<file path="config.mk">
export PLATFORM = sky130hd
export DESIGN_NAME = disk_task_file_registers
export DESIGN_NICKNAME = d
export VERILOG_FILES = /design/src/pkg/task_file_pkg.sv /design/src/rtl/disk_task_file_registers.sv
export VERILOG_INCLUDE_DIRS = /design/src /design/src/pkg
export SDC_FILE = /design/constraint.sdc
export NUM_CORES = 1
export LEC_CHECK = 0
export BUFFER_PORTS_ARGS = -buffer_cell sky130_fd_sc_hd__buf_4
export CORE_ASPECT_RATIO = 2
export CORE_MARGIN = 2
export CORE_UTILIZATION = 53
export DETAILED_ROUTE_END_ITERATION = 12
export PLACE_DENSITY = 0.88
export SETUP_SLACK_MARGIN = 0.3
export SYNTH_ARGS = -nofsm -noshare
export SYNTH_HDL_FRONTEND = slang
export SYNTH_SLANG_ARGS = --single-unit
</file>
<file path="constraint.sdc">
create_clock -name clk_in -period 2.7 [get_ports clk_in]
set_clock_uncertainty 0.1 [all_clocks]
set_input_delay 0.135 -clock clk_in [delete_from_list [all_inputs] [get_ports clk_in]]
set_output_delay 0.135 -clock clk_in [all_outputs]
set_load 0.05 [all_outputs]
</file>
<file path="src/pkg/task_file_map.svh">
// Task-file offsets, field positions, codes and reset values.
// Assumes inclusion by bare name from the task-file design.
`ifndef TASK_FILE_MAP_SVH
`define TASK_FILE_MAP_SVH
`define TF_DATA_OFS 3'h0
`define TF_FAULT_OFS 3'h1
`define TF_COUNT_OFS 3'h2
`define TF_SECT_OFS 3'h3
`define TF_CYLLO_OFS 3'h4
`define TF_CYLHI_OFS 3'h5
`define FLT_CRC_BIT 7
`define FLT_UNC_BIT 6
`define FLT_SECTOR_MISSING_BIT 4
`define FLT_COMMAND_ABORTED_BIT 2
`define FLT_TK0_BIT 1
`define FLT_ADDRESS_MARK_MISSING_BIT 0
`define DIAG_OK 7'h01
`define DIAG_SLAVE_BIT 7
`define FEAT_XFER_MODE 8'h03
`define SMART_KEY_LO 8'h4f
`define SMART_KEY_HI 8'hc2
`define RST_COUNT 8'h01
`define RST_SECT 8'h01
`define RST_CYL 8'h00
`define FIRST_SECT 8'h01
`endif

</file>
<file path="src/pkg/task_file_pkg.sv">
// Types shared by the task-file design.
// Assumes nothing beyond a SystemVerilog compiler.
package task_file_pkg;
   typedef struct packed {
      logic link_checksum_fault;
      logic uncorrectable_read_fault;
      logic sector_missing;
      logic command_aborted;
      logic home_track_missing;
      logic address_mark_missing;
   } fault_evt_t;
   typedef struct packed {
      logic [7:0] cyl_hi;
      logic [7:0] cyl_lo;
      logic [7:0] sect;
   } position_t;
   typedef enum logic [1:0] {
      MODE_DIAG = 2'b01,
      MODE_OPER = 2'b10
   } fault_mode_t;
endpackage

</file>
<file path="src/rtl/disk_task_file_registers.sv">
// Command-block task file of a fixed disk: data port, fault/feature,
// count, sector and cylinder registers behind the host strobes.
// Assumes host pins are asynchronous; the engine shares clk_in.
// Function
// - Sixteen-bit data port at address zero
// - Long-command ECC bytes move byte-wide
// - Port also carries table, identify, passwords
// - Bit 7 on Ultra DMA CRC error
// - Bits 6,4,1,0 on read/seek faults
// - Bit 2 on aborted command
// - Removable-media bits 5,3 stay zero
// - Diagnostic code after reset or diagnostics
// - Diagnostic codes 01 to 05
// - Master ORs 80h for failed slave
// - Features give set-features sub-function
// - SMART subcommand from features value
// - Count zero means 256; ends zero
// - Count down, sector up per sector
// - Init parameters take count as geometry
// - Power command returns mode in count
// - Features 03h: count sets transfer mode
// - Sector register tracks last or failed sector
// - LBA bits 0-23 across three registers
// - Cylinder low/high hold current cylinder
// - Undefined bits read zero, writes ignored
`timescale 1ns/1ps
`include "task_file_map.svh"
module disk_task_file_registers (
   input wire logic clk_in,
   input wire logic rst_in,
   input wire logic low_register_select_n_in,
   input wire logic [2:0] host_addr_in,
   input wire logic host_read_n_in,
   input wire logic host_write_n_in,
   input wire logic [15:0] host_data_in,
   output logic [15:0] host_data_out,
   output logic host_data_oe_out,
   output logic wide_select_n_out,
   input wire logic [15:0] buf_rd_data_in,
   output logic buf_rd_pop_out,
   output logic [15:0] buf_wr_data_out,
   output logic buf_wr_push_out,
   input wire logic byte_mode_in,
   input wire logic busy_in,
   input wire logic cmd_start_in,
   input wire task_file_pkg::fault_evt_t fault_in,
   input wire logic diag_done_in,
   input wire logic [6:0] diag_code_in,
   input wire logic slave_fail_in,
   input wire logic sector_done_in,
   input wire logic lba_mode_in,
   input wire logic spt_load_in,
   input wire logic feature_apply_in,
   input wire logic power_report_in,
   input wire logic [7:0] power_code_in,
   input wire logic pos_load_in,
   input wire task_file_pkg::position_t pos_in,
   output logic [7:0] feature_out,
   output logic [8:0] count_total_out,
   output logic [7:0] sectors_per_track_out,
   output logic [7:0] transfer_mode_out,
   output logic diag_mode_out,
   output logic error_flag_out,
   output task_file_pkg::position_t position_out,
   output logic smart_key_ok_out
);
   // ----------------------------------------
   // Pin synchronisers
   // ----------------------------------------
   localparam int PW = 22;
   logic [PW-1:0] pin_s1_reg;
   logic [PW-1:0] pin_s2_reg;
   logic [PW-1:0] pin_s3_reg;
   always_ff @(posedge clk_in)
   begin
      if (rst_in)
      begin
         pin_s1_reg <= {6'h3f, 16'h0000};
         pin_s2_reg <= {6'h3f, 16'h0000};
         pin_s3_reg <= {6'h3f, 16'h0000};
      end
      else
      begin
         pin_s1_reg <= {low_register_select_n_in, host_addr_in, host_read_n_in,
                        host_write_n_in, host_data_in};
         pin_s2_reg <= pin_s1_reg;
         pin_s3_reg <= pin_s2_reg;
      end
   end

   // ----------------------------------------
   // Strobe decode
   // ----------------------------------------
   wire cs_n = pin_s2_reg[21];
   wire [2:0] addr = pin_s2_reg[20:18];
   wire rd_n = pin_s2_reg[17];
   wire rd_n_old = pin_s3_reg[17];
   wire wr_n = pin_s2_reg[16];
   wire wr_n_old = pin_s3_reg[16];
   wire [15:0] wr_word = pin_s3_reg[15:0];
   wire rd_start = rd_n_old && !rd_n && !cs_n;
   wire wr_end = !wr_n_old && wr_n && !cs_n;
   wire host_wr = wr_end && !busy_in;

   function automatic logic hit(input logic [2:0] a, input logic [2:0] ofs);
      hit = (a == ofs);
   endfunction

   wire data_sel = hit(addr, `TF_DATA_OFS);
   wire wr_feat = host_wr && hit(addr, `TF_FAULT_OFS);
   wire wr_count = host_wr && hit(addr, `TF_COUNT_OFS);
   wire wr_sect = host_wr && hit(addr, `TF_SECT_OFS);
   wire wr_cyllo = host_wr && hit(addr, `TF_CYLLO_OFS);
   wire wr_cylhi = host_wr && hit(addr, `TF_CYLHI_OFS);

   // ----------------------------------------
   // Data port into the sector buffer
   // ----------------------------------------
   logic [15:0] rd_word_reg;
   logic [15:0] buf_wr_reg;
   logic push_reg;
   wire [15:0] buf_word = byte_mode_in ? {8'h00, buf_rd_data_in[7:0]} : buf_rd_data_in;
   wire [15:0] host_word = byte_mode_in ? {8'h00, wr_word[7:0]} : wr_word;
   assign buf_rd_pop_out = rd_start && data_sel;
   assign wide_select_n_out = !(!cs_n && data_sel && !byte_mode_in);
   always_ff @(posedge clk_in)
   begin
      if (rst_in)
      begin
         buf_wr_reg <= 16'h0000;
         push_reg <= 1'b0;
      end
      else
      begin
         push_reg <= wr_end && data_sel;
         if (wr_end && data_sel)
            buf_wr_reg <= host_word;
      end
   end
   assign buf_wr_data_out = buf_wr_reg;
   assign buf_wr_push_out = push_reg;

   // ----------------------------------------
   // Fault register and its two modes
   // ----------------------------------------
   task_file_pkg::fault_mode_t mode_reg;
   task_file_pkg::fault_mode_t mode_next;
   logic [7:0] fault_reg;
   logic [7:0] fault_next;
   logic [7:0] evt_bits;
   wire any_evt = |fault_in;
   always_comb
   begin
      evt_bits = 8'h00;
      evt_bits[`FLT_CRC_BIT] = fault_in.link_checksum_fault;
      evt_bits[`FLT_UNC_BIT] = fault_in.uncorrectable_read_fault;
      evt_bits[`FLT_SECTOR_MISSING_BIT] = fault_in.sector_missing;
      evt_bits[`FLT_COMMAND_ABORTED_BIT] = fault_in.command_aborted;
      evt_bits[`FLT_TK0_BIT] = fault_in.home_track_missing;
      evt_bits[`FLT_ADDRESS_MARK_MISSING_BIT] = fault_in.address_mark_missing;
   end
   always_comb
   begin
      mode_next = mode_reg;
      fault_next = fault_reg;
      if (diag_done_in)
      begin
         mode_next = task_file_pkg::MODE_DIAG;
         fault_next = {slave_fail_in, diag_code_in};
      end
      else
      begin
         unique case (mode_reg)
            task_file_pkg::MODE_DIAG:
            begin
               if (cmd_start_in || any_evt)
               begin
                  mode_next = task_file_pkg::MODE_OPER;
                  fault_next = evt_bits;
               end
            end
            task_file_pkg::MODE_OPER:
            begin
               // Set wins over the clear at command start
               fault_next = (cmd_start_in ? 8'h00 : fault_reg) | evt_bits;
            end
            default:
            begin
               mode_next = task_file_pkg::MODE_OPER;
               fault_next = evt_bits;
            end
         endcase
      end
   end
   always_ff @(posedge clk_in)
   begin
      if (rst_in)
      begin
         mode_reg <= task_file_pkg::MODE_DIAG;
         fault_reg <= {1'b0, `DIAG_OK};
      end
      else
      begin
         mode_reg <= mode_next;
         fault_reg <= fault_next;
      end
   end
   assign diag_mode_out = (mode_reg == task_file_pkg::MODE_DIAG);
   assign error_flag_out = !diag_mode_out && (|fault_reg);

   // ----------------------------------------
   // Features, count, sector and cylinder
   // ----------------------------------------
   logic [7:0] feat_reg;
   logic [7:0] count_reg;
   logic [7:0] spt_reg;
   logic [7:0] xmode_reg;
   task_file_pkg::position_t pos_reg;
   task_file_pkg::position_t pos_next;
   wire [23:0] lba_step = pos_reg + 24'h000001;
   wire sect_wrap = (pos_reg.sect == spt_reg) && (spt_reg != 8'h00);
   always_comb
   begin
      pos_next = pos_reg;
      if (pos_load_in)
         pos_next = pos_in;
      else if (sector_done_in && lba_mode_in)
         pos_next = lba_step;
      else if (sector_done_in)
         pos_next.sect = sect_wrap ? `FIRST_SECT : pos_reg.sect + 8'h01;
      if (wr_sect)
         pos_next.sect = wr_word[7:0];
      if (wr_cyllo)
         pos_next.cyl_lo = wr_word[7:0];
      if (wr_cylhi)
         pos_next.cyl_hi = wr_word[7:0];
   end
   always_ff @(posedge clk_in)
   begin
      if (rst_in)
         pos_reg <= {`RST_CYL, `RST_CYL, `RST_SECT};
      else
         pos_reg <= pos_next;
   end
   always_ff @(posedge clk_in)
   begin
      if (rst_in)
         count_reg <= `RST_COUNT;
      else if (wr_count)
         count_reg <= wr_word[7:0];
      else if (power_report_in)
         count_reg <= power_code_in;
      else if (sector_done_in)
         count_reg <= count_reg - 8'h01;
   end
   always_ff @(posedge clk_in)
   begin
      if (rst_in)
      begin
         feat_reg <= 8'h00;
         spt_reg <= 8'h00;
         xmode_reg <= 8'h00;
      end
      else
      begin
         if (wr_feat)
            feat_reg <= wr_word[7:0];
         if (spt_load_in)
            spt_reg <= count_reg;
         if (feature_apply_in && feat_reg == `FEAT_XFER_MODE)
            xmode_reg <= count_reg;
      end
   end
   assign feature_out = feat_reg;
   assign count_total_out = (count_reg == 8'h00) ? 9'h100 : {1'b0, count_reg};
   assign sectors_per_track_out = spt_reg;
   assign transfer_mode_out = xmode_reg;
   assign position_out = pos_reg;
   assign smart_key_ok_out = (pos_reg.cyl_lo == `SMART_KEY_LO) && (pos_reg.cyl_hi == `SMART_KEY_HI);

   // ----------------------------------------
   // Host read path
   // ----------------------------------------
   logic [15:0] rd_sel;
   always_comb
   begin
      unique case (addr)
         `TF_DATA_OFS: rd_sel = buf_word;
         `TF_FAULT_OFS: rd_sel = {8'h00, fault_reg};
         `TF_COUNT_OFS: rd_sel = {8'h00, count_reg};
         `TF_SECT_OFS: rd_sel = {8'h00, pos_reg.sect};
         `TF_CYLLO_OFS: rd_sel = {8'h00, pos_reg.cyl_lo};
         `TF_CYLHI_OFS: rd_sel = {8'h00, pos_reg.cyl_hi};
         default: rd_sel = 16'h0000;
      endcase
   end
   always_ff @(posedge clk_in)
   begin
      if (rst_in)
         rd_word_reg <= 16'h0000;
      else if (rd_start)
         rd_word_reg <= rd_sel;
   end
   assign host_data_out = rd_word_reg;
   assign host_data_oe_out = !cs_n && !rd_n && (addr <= `TF_CYLHI_OFS);
endmodule

</file>
Word level (Yosys, flattened, before mapping)
Index checks and enable logic that the tools add are counted.
{ "classes": {"multipliers": 0, "magnitude_cmp": 1, "shift": 0, "reduce_logical": 40, "n_div": 0, "add_sub_neg": 3, "mux": 21, "eq_ne": 13, "bitwise": 2} }
{ "op_table": {"columns": ["cell", "count"], "rows": [
  ["$mux 8", 12],
  ["$pmux 16 s6", 1],
  ["$mux 16", 3],
  ["$add 24x1->24 const B", 1],
  ["$mux 24", 1],
  ["$logic_and 1x1->1", 21],
  ["$pmux 8 s2", 1],
  ["$mux 9", 1],
  ["$reduce_bool 3->1", 3],
  ["$add 8x1->8 const B", 1],
  ["$eq 8x2->1 const B", 1],
  ["$eq 8x7->1 const B", 1],
  ["$eq 8x8->1", 1],
  ["$eq 8x8->1 const B", 1],
  ["$logic_not 8->1", 1],
  ["$or 8x8->8", 1],
  ["$reduce_bool 8->1", 1],
  ["$reduce_or 8->1", 1],
  ["$sub 8x1->8 const B", 1],
  ["$logic_not 1->1", 7],
  ["$eq 3x2->1 const B", 2],
  ["$eq 3x3->1 const B", 2],
  ["$reduce_or 6->1", 1],
  ["$pmux 2 s2", 1],
  ["13 further kinds", 13]
]} }
{ "totals": {"ram_bits": 0, "mem_count": 0, "word_cells": 95, "latch_bits": 0, "regBits": 161, "out_inout_bits": 96, "inputBits": 96, "romBits": 0} }

Longest topological paths before layout
{ "depth": {"depth_word": 7, "ltp_mapped": 8, "ltp_nobuf": 7} }

Worst setup path before layout
Ideal clock, no wire load.
{ "synth_timing": {"path_type": "reg-to-output", "start": "register count_reg[2]", "end": "output count_total_out[0]", "arrival_time_ps": 3526, "stages_incl_launch_ff": 5, "setup_slack_ps": -1061, "n_path_buf": 1, "t_required_ps": 2465, "path_cell_list": "dfxtp_1 clkbuf_1 or4_1 nor4b_1 nor2_1"} }
{ "synth_between": {"elab_chain_len": 2} }
{ "synth_lines": {"columns": ["element", "line_no", "rtl"], "rows": [
  ["start: declaration", "disk_task_file_registers.sv:215", "logic [7:0] count_reg;"],
  ["start signal: assignment", "disk_task_file_registers.sv:248", "count_reg <= `RST_COUNT;"],
  ["start signal: assignment", "disk_task_file_registers.sv:250", "count_reg <= wr_word[7:0];"],
  ["start signal: assignment", "disk_task_file_registers.sv:252", "count_reg <= power_code_in;"],
  ["$logic_not 8->1", "disk_task_file_registers.sv:275", "assign count_total_out = (count_reg == 8'h00) ? 9'h100 : {1'b0, count_reg};"],
  ["$mux 9", "disk_task_file_registers.sv:275", null],
  ["end: declaration", "disk_task_file_registers.sv:59", "output logic [8:0] count_total_out,"]
]} }
No other way between the ends.

Final worst setup path
{ "layout_timing": {"start": "register pos_reg (netlist bit position_out[1])", "end": "register pos_reg (netlist bit position_out[16])"} }
{ "layout_between": {"elab_chain_len": 4} }
{ "layout_lines": {"columns": ["element", "line_no", "rtl"], "rows": [
  ["start: declaration", "disk_task_file_registers.sv:218", "task_file_pkg::position_t pos_reg;"],
  ["start signal: assignment", "disk_task_file_registers.sv:241", "pos_reg <= {`RST_CYL, `RST_CYL, `RST_SECT};"],
  ["start signal: assignment", "disk_task_file_registers.sv:243", "pos_reg <= pos_next;"],
  ["$add 24x1->24", "disk_task_file_registers.sv:220", "wire [23:0] lba_step = pos_reg + 24'h000001;"],
  ["$mux 16", "disk_task_file_registers.sv:227", "else if (sector_done_in && lba_mode_in)"],
  ["$mux 24", "disk_task_file_registers.sv:225", "if (pos_load_in)"],
  ["$mux 8", "disk_task_file_registers.sv:235", "if (wr_cylhi)"]
]} }
No other way between the ends. The select of a mux whose other input is x is not followed.
A chain may end at the register's enable or synchronous reset.

==> run metrics <==
total track usage 34.8%; Area Growth Syn to Fin 40.8%; internal power consumption 4180 uW; initial core utilization 54.3%; fin cells 1193; CP max FO 8; clock-pin slew on the worst setup and hold paths 0.08 ns; largest cells by area after synthesis dfxtp_1, mux2i_1, nor2b_1; Req. time, crit path 2.96 ns; Hold/Removal Path Class input pin to register; layout cells sized above 1 28.0%; Clock Latency Late Sink 0.44 ns; CTS Root Cell clkbuf_16; Post-Syn Instances 791; row count 59; Yosys cell types 61; hold_ws 0.0151 ns; initial detailed-routing violation count 480; Boundary Pins 192; reg2reg start position_out[1]; Final HPWL DP 16.5 mm; post-route minimum period 2.34 ns; vias per cell 5.92; top cell type's share of synthesized area 45.6%; via count 7067; Net Sw Frac 29.5%; Final ANT Viol Nets 0; Syn. warnings 0; Sw Pwr 1750 uW; CP Class register to register; register area 3240 um^2; global route overflow 0; Die Ht 167 um; CTS tree built; die width 85.6 um; port bufs 191; DR WL/cell 21.0 um; CP startpoint kind register; Setup crit end kind register; Multi-input gate area 3580 um^2; Max H-tree Level 4; initial antenna violation count 0; most frequent cells in the layout buf_4, dfxtp_1, nor2_1; Max Root-Sink Buffers 2; final slew viol count 0; fill count 891; die area 14300 um^2; sequential share of power 43.4%; Worst Hold Launch power_code_in[2]; Seq/Total Area, Yosys 45.6%; Max IR drop VDD 0.569 mV; total power 5940 uW; max reg flops 24; synthesis-stage register bit count 161; max-cap violations 0; n_diodes 0; Final #Nets 1127; Cell Area, Synth 7060 um^2; fmax 0.428 GHz; Hold EP count_reg[2]; Synth async-reset ratio 0%; CP Data Arrival Time 2.59 ns; DRC violations left 0; commonest non-fill, non-tap cell in the layout buf_4; RD Place Congestion 1.00; setup tns final 0 ns; reg2reg end position_out[16]; outcome completed; Comb pwr share 14.5%; worst r2r path cells 6; dominant cell type by area after synthesis dfxtp_1; TritonRoute pass-1 iters 5; EDFF count, synth 0; Slew HR 50.7%; placed cells 1095; syn_area_per_cell 8.93 um^2; largest net degree at the start of global routing 64; Num CTS Buffers 17; Syn Nets 890; hold path depth 5; Setup-failing EPs final 0; Main synth FF type dfxtp_1; RSZ-0062 raised after global routing true; PwrDens 597 nW/um^2; first-pass GRT wire length 38.3 mm; number of global-route vias before repair 7240; worst-margin pin slew 0.739 ns; final instance area 9940 um^2; clock power share 42.1%; Leakage 0.00444 uW; r2r setup slk 0.36 ns; clk sinks 161; final hold violations 0; placed inst area 8650 um^2; drt total wl 25.1 mm; Placeable Area 13000 um^2; crit share post-route 86.5%
## final cells by class
class,count,area share [%]
Clock inverter,14,1.91
Multi-Input combinational cell,556,36.0
Timing Repair Buffer,281,22.9
Clock buffer,18,4.32
Sequential cell,161,32.6
Inverter,11,0.415
Tap cell,152,1.91
## per-stage QoR
| step | worst slack (ns) | utilization, % |
|---|---|---|
| final | 0.363 | 76.5 |
| after global routing | 0.242 | 76.5 |
| after CTS | 0.306 | 76.4 |
| after detailed placement | 0.317 | 66.6 |
| after global placement | 0.366 | 66.6 |
| after floorplan | 0.304 | - |
## per-layer routing
metal	routed length, um	global-route usage, %
met1	8500	35.2
met2	13300	62.7
met3	1520	6.75
met4	1700	22.8
met5	0	0
## synthesized netlist by cell type, types with 3 or more instances
master    instances
and2_1            4
clkbuf_1         51
nand2b_1          3
nor3b_1           9
a221oi_1          4
o32ai_1           3
o221ai_1          3
a31oi_1          10
buf_2             7
nor4_1           17
nand3b_1          4
o21ai_0          19
dfxtp_1         161
nand3_1          23
buf_1             5
nor2b_1          58
mux2i_1          44
a211o_1           3
nand4_1           4
mux2_2            8
a211oi_1         13
or3_1             4
o22ai_1          14
o211ai_1          5
xor2_1           21
nor4b_1           4
or2_2            18
a21oi_1          35
and3_1            9
nand2_1          48
nor2_1           83
ha_1              3
a22o_1            8
a22oi_1          18
xnor2_1           7
nor3_1           21
inv_1            11
## worst max-delay path, stage by stage (launching register included)
cell and delay [ns]:
dfxtp_2 0.41, ha_2 0.26, nand2_1 0.16, or4_4 0.56, or3_1 0.35, a211o_1 0.29
a31oi_1 0.13
## worst max path at each step
stage                          startpoint            endpoint  depth (start not counted)
after floorplan              count_reg[2]  count_total_out[0]                          4
after CTS                 position_out[0]    position_out[16]                          6
final                     position_out[1]    position_out[16]                          6
after global routing      position_out[1]    position_out[16]                          6
after global placement    position_out[0]    position_out[16]                          6
after detailed placement  position_out[0]    position_out[16]                          6
## logic make-up (layout without fill, tap and decap cells)
logic type               count (synthesis)  count (layout)  share of synthesized area (%)
multiplexers                            52              52                           7.51
flip-flops                             161             161                           45.6
adder cells (fa/ha/maj)                  3               3                          0.532
AND/OR/NAND/NOR                        321             321                           24.4
buffers and inverters                   74             324                           4.06
AO/OA/AOI/OAI                          152             152                           14.4
XOR/XNOR                                28              28                           3.47
## power by group through the flow
stage	logic (uW)	clock network [uW]	registers, uW
global placement	752	0	2620
floorplan	378	0	2690
CTS	841	2510	2570
finish	862	2500	2580
detailed placement	759	0	2630
global route	915	2590	2590
## timing repair
| item | CTS | global route |
|---|---|---|
| endpoints found under the setup margin | 0 | 2 |
| gates resized for setup | 0 | 3 |
| hold endpoints to repair | 63 | 0 |
| hold buffers | 66 | 0 |
| buffers inserted | 0 | 0 |
(Power assumes the default switching activity.)
